==> config.mk <==
export PLATFORM = sky130hd
export DESIGN_NAME = asc_ctrl
export DESIGN_NICKNAME = d
export VERILOG_FILES = /design/src/design/asc_pkg.sv /design/src/design/asc_timer_if.sv /design/src/design/asc_ctrl.sv /design/src/design/asc_timer.sv
export VERILOG_INCLUDE_DIRS = /design/src /design/src/design
export SDC_FILE = /design/constraint.sdc
export NUM_CORES = 1
export LEC_CHECK = 0
export BUFFER_PORTS_ARGS = -buffer_cell sky130_fd_sc_hd__buf_4
export CAP_MARGIN = 20
export CORE_UTILIZATION = 35
export CTS_CLUSTER_SIZE = 16
export DETAILED_ROUTE_END_ITERATION = 12
export PLACE_DENSITY = 0.66
export SYNTH_ARGS = -nofsm -noshare
export SYNTH_HDL_FRONTEND = slang
export SYNTH_HIERARCHICAL = 1
export SYNTH_SLANG_ARGS = --single-unit
==> constraint.sdc <==
create_clock -name mclk -period 2.1 [get_ports mclk]
set_clock_uncertainty 0.15 [all_clocks]
set_input_delay 0.315 -clock mclk [delete_from_list [all_inputs] [get_ports mclk]]
set_output_delay 0.315 -clock mclk [all_outputs]
set_load 0.1 [all_outputs]
==> src/design/asc_map.svh <==
// Timing figures, widths and field positions for the static memory controller
`ifndef ASC_MAP_SVH
`define ASC_MAP_SVH
`define ASC_CLK_PERIOD_PS 8000
`define ASC_READ_CYCLE_MIN_NS 45
`define ASC_ADDR_ACCESS_MAX_NS 45
`define ASC_GATE_ACCESS_MAX_NS 22
`define ASC_SELECT_RELEASE_MAX_NS 18
`define ASC_GATE_RELEASE_MAX_NS 18
`define ASC_WRITE_CYCLE_MIN_NS 45
`define ASC_STROBE_PULSE_MIN_NS 35
`define ASC_WDATA_SETUP_NS 25
`define ASC_STROBE_RELEASE_MAX_NS 18
`define ASC_LO_LANE 0
`define ASC_HI_LANE 1
`define ASC_LANE_W 8
`define ASC_SYNC_STAGES 2
`define ASC_TAIL_CYC 1
`define ASC_CYC_UP(ns) (((ns) * 1000 + `ASC_CLK_PERIOD_PS - 1) / `ASC_CLK_PERIOD_PS)
`endif

==> src/design/asc_pkg.sv <==
// Types shared by the static memory controller modules
package asc_pkg;
   typedef enum logic [2:0] {
      ASC_IDLE = 3'b000,
      ASC_RD = 3'b001,
      ASC_RD_TURN = 3'b010,
      ASC_WR_REL = 3'b011,
      ASC_WR = 3'b100,
      ASC_WR_TAIL = 3'b101
   } asc_state_t;
   typedef logic [1:0] asc_lanes_t;
endpackage

==> src/design/asc_timer_if.sv <==
// Load and expiry signals between the controller and its cycle timer
`timescale 1ns/100ps
interface asc_timer_if #(parameter int W = 4);
   logic load;
   logic [W-1:0] count;
   logic done;
   modport ctl (output load, output count, input done);
   modport tmr (input load, input count, output done);
endinterface
==> src/design/asc_ctrl.sv <==
// Host-side controller driving an asynchronous 16-bit static memory
//
// Functional notes
// [RULE1] Read cycles spaced 45 ns; data 45 ns after address
// [RULE2] Memory holds old data 10 ns after address
// [RULE3] Data valid 45 ns after both selects active
// [RULE4] Data valid 22 ns after gate falls
// [RULE5] Outputs drive no sooner than 5 ns
// [RULE6] Outputs release 18 ns after gate rises
// [RULE7] Outputs drive no sooner than 10 ns after select
// [RULE8] Outputs release 18 ns after deselect
// [RULE9] Active power immediately on select
// [RULE10] Standby up to 45 ns after deselect
// [RULE11] Lane data valid 45 ns after enable
// [RULE12] Lane drive 10 ns min, release 18 max
// [RULE13] Write cycle lasts at least 45 ns
// [RULE14] Selects active 35 ns before write end
// [RULE15] Address stable 35 ns before write end
// [RULE16] Address may change right at write end
// [RULE17] Write strobe low at least 35 ns
// [RULE18] Byte enables low 35 ns before end
// [RULE19] Write data valid 25 ns before end
// [RULE20] Memory releases bus 18 ns after strobe
// [RULE21] Memory drives no sooner 10 ns after strobe
// [RULE22] Write is overlap of strobe, selects, enables
// [RULE23] Deselected memory outputs are high impedance
// [RULE24] Controller never drives while memory drives
// [RULE25] Times rounded up to whole clock cycles
// [RULE26] Lower enable bits 7:0, upper bits 15:8
`timescale 1ns/100ps
`include "asc_map.svh"
module asc_ctrl #(
   parameter int AW = 20, // Memory address width
   parameter int DW = 16 // Data width, two byte lanes
) (
   input wire logic mclk, // 125 MHz clock
   input wire logic rst_n, // Synchronous reset, low
   input wire logic req_valid, // Request present
   output logic req_ready, // Request taken this cycle
   input wire logic req_write, // 1 write, 0 read
   input wire logic [AW-1:0] req_addr, // Word address
   input wire logic [DW-1:0] req_wdata, // Write data
   input wire asc_pkg::asc_lanes_t req_lanes, // Lane select, bit0 low byte
   output logic rsp_valid, // Read data pulse
   output logic [DW-1:0] rsp_rdata, // Read data
   output logic [AW-1:0] mem_addr, // Address pins
   output logic chip_select_n, // Low-active select
   output logic chip_select_p, // High-active select
   output logic gate_n, // Output gate, low reads
   output logic write_strobe_n, // Write strobe
   output logic upper_lane_enable_n, // Bits 15:8 enable
   output logic lower_lane_enable_n, // Bits 7:0 enable
   output logic [DW-1:0] mem_dq_o, // Data bus drive value
   output logic [DW-1:0] mem_dq_oe, // Data bus drive enable, high drives
   input wire logic [DW-1:0] mem_dq_i // Data bus level
);
   import asc_pkg::*;

   // Each time rounded up to whole cycles [RULE25]
   localparam int RD_CYC = `ASC_CYC_UP(`ASC_ADDR_ACCESS_MAX_NS) + `ASC_SYNC_STAGES; // Sync flops
   localparam int RC_CYC = `ASC_CYC_UP(`ASC_READ_CYCLE_MIN_NS);
   localparam int TURN_CYC = `ASC_CYC_UP(`ASC_GATE_RELEASE_MAX_NS);
   localparam int REL_CYC = `ASC_CYC_UP(`ASC_STROBE_RELEASE_MAX_NS);
   localparam int PWE_CYC = `ASC_CYC_UP(`ASC_STROBE_PULSE_MIN_NS);
   localparam int WC_CYC = `ASC_CYC_UP(`ASC_WRITE_CYCLE_MIN_NS);
   localparam int TW = 4;

   // Refused at elaboration: lanes are fixed and the read access and write cycle counts must fit the timer
   if (DW != 2 * `ASC_LANE_W) begin : g_dw_check
      $error("asc_ctrl serves two 8-bit lanes only");
   end
   if (AW < 1) begin : g_aw_check
      $error("asc_ctrl needs an address");
   end
   if (RD_CYC >= (1 << TW) || WC_CYC > (1 << TW)) begin : g_tw_check
      $error("asc_ctrl timer too narrow");
   end

   asc_timer_if #(.W(TW)) tif ();
   asc_timer #(.W(TW)) u_tmr (.mclk(mclk), .rst_n(rst_n), .tif(tif));

   asc_state_t st_r, st_nxt;
   logic [AW-1:0] addr_r, addr_nxt;
   logic [DW-1:0] wdata_r, wdata_nxt;
   asc_lanes_t lanes_r, lanes_nxt;
   logic sel_r, sel_nxt;
   logic gate_r, gate_nxt;
   logic we_r, we_nxt;
   logic drive_r, drive_nxt;
   logic rsp_r, rsp_nxt;
   logic [DW-1:0] rdata_r, rdata_nxt;
   logic [DW-1:0] dq_s1_r, dq_s2_r;
   logic [TW-1:0] wait_r, wait_nxt;

   // Bus pins are outside the clock domain: two flops before use
   always_ff @(posedge mclk) begin
      if (!rst_n) begin
         dq_s1_r <= '0;
         dq_s2_r <= '0;
      end else begin
         dq_s1_r <= mem_dq_i;
         dq_s2_r <= dq_s1_r;
      end
   end

   assign req_ready = (st_r == ASC_IDLE) && tif.done && (wait_r == '0);

   always_comb begin
      st_nxt = st_r;
      addr_nxt = addr_r;
      wdata_nxt = wdata_r;
      lanes_nxt = lanes_r;
      sel_nxt = sel_r;
      gate_nxt = gate_r;
      we_nxt = we_r;
      drive_nxt = drive_r;
      rsp_nxt = 1'b0;
      rdata_nxt = rdata_r;
      wait_nxt = wait_r;
      tif.load = 1'b0;
      tif.count = '0;
      // Spacing counts from the take, whatever the state
      if (wait_r != '0) begin
         wait_nxt = wait_r - 1'b1;
      end
      case (st_r)
         ASC_IDLE: begin
            if (req_ready && req_valid) begin
               addr_nxt = req_addr; // Address set before any strobe [RULE15]
               lanes_nxt = req_lanes;
               wdata_nxt = req_wdata;
               sel_nxt = 1'b1; // Select and enables together [RULE22]
               tif.load = 1'b1;
               if (req_write) begin
                  // Wait for gate release before driving [RULE24]
                  st_nxt = ASC_WR_REL;
                  tif.count = TW'(REL_CYC);
               end else begin
                  gate_nxt = 1'b1;
                  st_nxt = ASC_RD;
                  // Sample after the slowest access path [RULE1] [RULE3] [RULE4] [RULE11]
                  tif.count = TW'(RD_CYC);
               end
            end
         end
         ASC_RD: begin
            if (tif.done) begin
               // Low lane bits 7:0, high lane bits 15:8 [RULE26]
               rdata_nxt = dq_s2_r;
               rsp_nxt = 1'b1;
               gate_nxt = 1'b0;
               sel_nxt = 1'b0; // Memory releases bus after this [RULE23]
               st_nxt = ASC_RD_TURN;
               tif.load = 1'b1;
               tif.count = TW'(TURN_CYC); // Let outputs float [RULE6] [RULE8]
            end
         end
         ASC_RD_TURN: begin
            if (tif.done) begin
               st_nxt = ASC_IDLE;
            end
         end
         ASC_WR_REL: begin
            if (tif.done) begin
               we_nxt = 1'b1;
               drive_nxt = 1'b1; // Data set up for the whole pulse [RULE19]
               st_nxt = ASC_WR;
               tif.load = 1'b1;
               // Pulse covers strobe, select and lane minimums [RULE14] [RULE17] [RULE18]
               tif.count = TW'(PWE_CYC);
            end
         end
         ASC_WR: begin
            if (tif.done) begin
               // Strobe ends the write; selects and data held to this edge [RULE16]
               we_nxt = 1'b0;
               st_nxt = ASC_WR_TAIL;
               tif.load = 1'b1;
               tif.count = TW'(`ASC_TAIL_CYC);
            end
         end
         ASC_WR_TAIL: begin
            if (tif.done) begin
               drive_nxt = 1'b0; // Release before memory may drive [RULE21]
               sel_nxt = 1'b0;
               st_nxt = ASC_IDLE;
            end
         end
         default: begin
            st_nxt = ASC_IDLE;
         end
      endcase
      // Minimum cycle spacing from cycle start [RULE1] [RULE13]
      if (req_ready && req_valid) begin
         wait_nxt = TW'((req_write ? WC_CYC : RC_CYC) - 1);
      end
   end

   always_ff @(posedge mclk) begin
      if (!rst_n) begin
         st_r <= ASC_IDLE;
         addr_r <= '0;
         wdata_r <= '0;
         lanes_r <= '0;
         sel_r <= 1'b0;
         gate_r <= 1'b0;
         we_r <= 1'b0;
         drive_r <= 1'b0;
         rsp_r <= 1'b0;
         rdata_r <= '0;
         wait_r <= '0;
      end else begin
         st_r <= st_nxt;
         addr_r <= addr_nxt;
         wdata_r <= wdata_nxt;
         lanes_r <= lanes_nxt;
         sel_r <= sel_nxt;
         gate_r <= gate_nxt;
         we_r <= we_nxt;
         drive_r <= drive_nxt;
         rsp_r <= rsp_nxt;
         rdata_r <= rdata_nxt;
         wait_r <= wait_nxt;
      end
   end

   assign mem_addr = addr_r;
   assign chip_select_n = !sel_r;
   assign chip_select_p = sel_r;
   assign gate_n = !gate_r;
   assign write_strobe_n = !we_r;
   assign lower_lane_enable_n = !(sel_r && lanes_r[`ASC_LO_LANE]); // [RULE26]
   assign upper_lane_enable_n = !(sel_r && lanes_r[`ASC_HI_LANE]); // [RULE26]
   assign mem_dq_o = wdata_r;
   // Drive only enabled lanes while controller owns the bus [RULE24]
   assign mem_dq_oe = {{`ASC_LANE_W{drive_r && lanes_r[`ASC_HI_LANE]}},
      {`ASC_LANE_W{drive_r && lanes_r[`ASC_LO_LANE]}}};
   assign rsp_valid = rsp_r;
   assign rsp_rdata = rdata_r;
endmodule

==> src/design/asc_timer.sv <==
// Down counter timing each phase of a memory cycle
`timescale 1ns/100ps
module asc_timer #(
   parameter int W = 4
) (
   input wire logic mclk, // Clock
   input wire logic rst_n, // Synchronous reset, low
   asc_timer_if.tmr tif // Load and expiry
);
   logic [W-1:0] cnt_r;
   logic [W-1:0] cnt_nxt;

   always_comb begin
      if (tif.load) begin
         cnt_nxt = tif.count;
      end else if (cnt_r != '0) begin
         cnt_nxt = cnt_r - 1'b1;
      end else begin
         cnt_nxt = cnt_r;
      end
   end

   always_ff @(posedge mclk) begin
      if (!rst_n) begin
         cnt_r <= '0;
      end else begin
         cnt_r <= cnt_nxt;
      end
   end

   // Expiry seen one cycle early so phase length equals loaded count
   // Independent of load, so ready never loops back through the timer
   assign tif.done = (cnt_r <= W'(1));
endmodule

==> qor.txt <==
run status - finished with violations
failing checks - negative setup slack
largest cells by area after synthesis - dfxtp_1 52%, nand2_1 11%, mux2i_1 10%
Yosys top cell by area - dfxtp_1
slew margin rel. - 69.1%
Synth top cells by count - 116 x nand2_1, 102 x dfxtp_1, 40 x mux2i_1
Max Clk Rate - 466 MHz
Detail Route Antenna Nets - 0
H-tree lvl count - 3
Slew @ Worst Pin - 0.463 ns
pin count of the biggest net entering global routing - 79
nets - 613
final wirelength - 8.66 mm
Skew-Pair Late Insertion Delay - 0.33 ns
Die Area - 11,700 um^2
share of post-route cells with drive strength above 1 - 35.7%
CTS Buf Count - 9
pwr/cell area - 1450 nW/um^2
Post-synth EDFFs - 0
unrepaired setup endpoints after global routing - true
fillers - 1,037
Setup Crit Path Kind - reg2out
Mapped Cells - 423
Fin. Hold Viols - 0
hold buffers post-CTS - 0
CTS tree - done
Hold Crit Class - in2reg
total negative setup slack - -0.0446 ns
initial antenna violation count - 0
Max clock buf depth - 2
critical path's top delay family - simple AND/OR/NAND/NOR gates
minimum clock period - 2.14 ns
Horiz. Die Dim - 108 um
Area Growth Syn to Fin - 40.6%
Starting Density - 36.2%
LEAKAGE - 2.67 nW
vias in the first global route - 2,846
Placed Cells incl. Taps - 666
crit path DAT - 1.68 ns
dominant cell by count in the synthesized netlist - nand2_1
critical path endpoint - req_ready
worst r2r src - u_tmr/cnt_r[0]
Non-Filler Instances - 697
detailed-router iteration count before antenna repair - 4
# port buffers - 133
root buf cell - clkbuf_16
worst reg2reg path depth - 10
Vias per Instance - 4.54
Antenna Cells - 0
Slew Limit Fails - 0
number of synthesized register bits - 102
gr usage total - 14.1%
Crit path required time - 1.63 ns
DPL Wire Length - 5.80 mm
GRT overflow - 0
core area - 10,900 um^2
Synth Flop Type - dfxtp_1
Seq/Total Area, Yosys - 51.6%
CP Cell Sequence - inv_4 -> ha_4 -> nor2_4 -> nor3_4 -> nor4b_4 -> and2_4 -> buf_12
average size of a mapped cell - 9.35 um^2
Final period util - 102%
Die H - 108 um
Max-Cap Viols - 0
GP Congestion - 0.782
Setup violations, final - 1
syn_nets - 484
Yosys top cell area share - 51.6%
I/O pin count - 134
DRC Markers - 0
Crit. End Element - output port
Yosys cell types - 43
routed vias - 3,164
Startpoint Class - register
1st-iter DRT viols - 138
Crit path buffers/inverters - 2
slowest CP cell - dfxtp_4
total clock sinks - 102
critical path's largest stage delay - 0.37 ns
post-route worst setup slack - -0.0446 ns
R2R Path End - mem_addr[4]
synth warn - 6
R2R Setup Slk - 0.03 ns
synthesized area - 3950 um^2
maximum fanout along the worst path - 3
WL per Instance - 12.4 um
first-pass GRT wire length - 13.2 mm
critical path depth in cells - 7
row cnt - 38
Clock transition at path regs - 0.08 ns
Crit. Startpoint - u_tmr/cnt_r[0]
Max rail drop VDD - 0.900 mV
asr flop ratio synth - 0%
[stage by stage]
| step | area, um^2 | worst slack, ns | util, % | total power, W | hold slack (ns) |
|---|---|---|---|---|---|
| after floorplan | 3990 | -0.0497 | - | 0.00525 | 0.262 |
| after global placement | 5020 | 0.0452 | 45.9 | 0.00594 | 0.265 |
| after detailed placement | 5020 | -0.0162 | 45.9 | 0.00600 | 0.268 |
| after CTS | 5420 | -0.0527 | 49.5 | 0.00783 | 0.0181 |
| after global routing | 5560 | -0.123 | 50.8 | 0.00843 | 0.0182 |
| final | 5560 | -0.0446 | 50.8 | 0.00805 | 0.0295 |
[sequential cells by signal, indices dropped and copies added (netlist names)]
register       count
lanes_r            2
rsp_valid          1
mem_addr          20
mem_dq_o          16
chip_select_p      1
st_r               3
wait_r             4
u_tmr/cnt_r        4
we_r               1
gate_r             1
drive_r            1
rsp_rdata         16
dq_s2_r           16
dq_s1_r           16
[how the worst min path moves through the flow]
stage / from / end / slack, ns / cells after the start
6_report: mem_dq_i[7] / dq_s1_r[7] / 0.03 / 2
5_1_grt: mem_dq_i[7] / dq_s1_r[7] / 0.02 / 2
4_1_cts: mem_dq_i[7] / dq_s1_r[7] / 0.02 / 2
3_5_place_dp: dq_s1_r[5] / dq_s2_r[5] / 0.27 / 1
3_3_place_gp: dq_s1_r[12] / dq_s2_r[12] / 0.26 / 1
2_1_floorplan: dq_s1_r[0] / dq_s2_r[0] / 0.26 / 1
[worst register-to-register path, cell delays in order, from the launching register on]
cell and delay, ns:
dfxtp_4 0.37, inv_4 0.07, ha_4 0.15, nor2_4 0.04, nor3_4 0.13, nor4b_4 0.23
buf_4 0.17, nand4_4 0.19, buf_4 0.22, buf_12 0.13, mux2i_1 0.12
[routing by layer]
layer	GRT usage [%]	part of all wire, %
met3	2.71	5.0
met2	24.4	50
met4	6.47	1.9
met5	0	0
met1	16.8	44
[cell usage in the layout (no fill, tap or decap), types with 2 or more instances in the layout]
master     count
nor2b_1        2
nand2_1      113
a31oi_1        3
nor3b_4        2
dfxtp_1       99
dfxtp_2        2
buf_4        150
o21ai_0        6
nor3_1         2
nand3_1        5
mux2i_1       40
inv_8          3
and2_1        32
and2_2         2
clkbuf_16     12
o211a_1        2
xnor2_1        2
buf_12         3
inv_1          9
nor2_1         5
nand2_2        2
buf_6          3
ha_4           2
a21oi_1       21
[cell type report]
class	count	area, um^2	share of cell area (%)
sequential	102	2050	36.8
multi-input combinational	269	1700	30.5
timing repair buffer	159	1290	23.3
clock buffer	9	225	4.05
tap	140	175	3.15
clock inverter	7	75.1	1.35
inverter	11	43.8	0.788
[report_power, final]
part,total (W),switching (W),internal [W]
clock,0.00164,0.000792,0.000846
sequential,0.00246,0.000213,0.00225
combinational,0.00396,0.00259,0.00137
[cells by family (layout without fill, tap and decap cells)]
group,after synthesis,count (layout),synth area share (%)
AOI/OAI and AO/OA,41,41,6.30
xor gates and xnor gates,2,2,0.443
adders and majority gates,3,3,0.949
buffers and inverters,52,186,7.34
DFF,102,102,51.6
muxes,41,41,10.5
and+or+nand+nor,182,182,22.8
[timing repair]
action	CTS	global route
pin swaps	3	0
buffers inserted	6	6
gates resized for setup	12	4
setup endpoints to repair	1	32
cloned	0	4
Note: power is estimated with default switching activity, not from simulation.
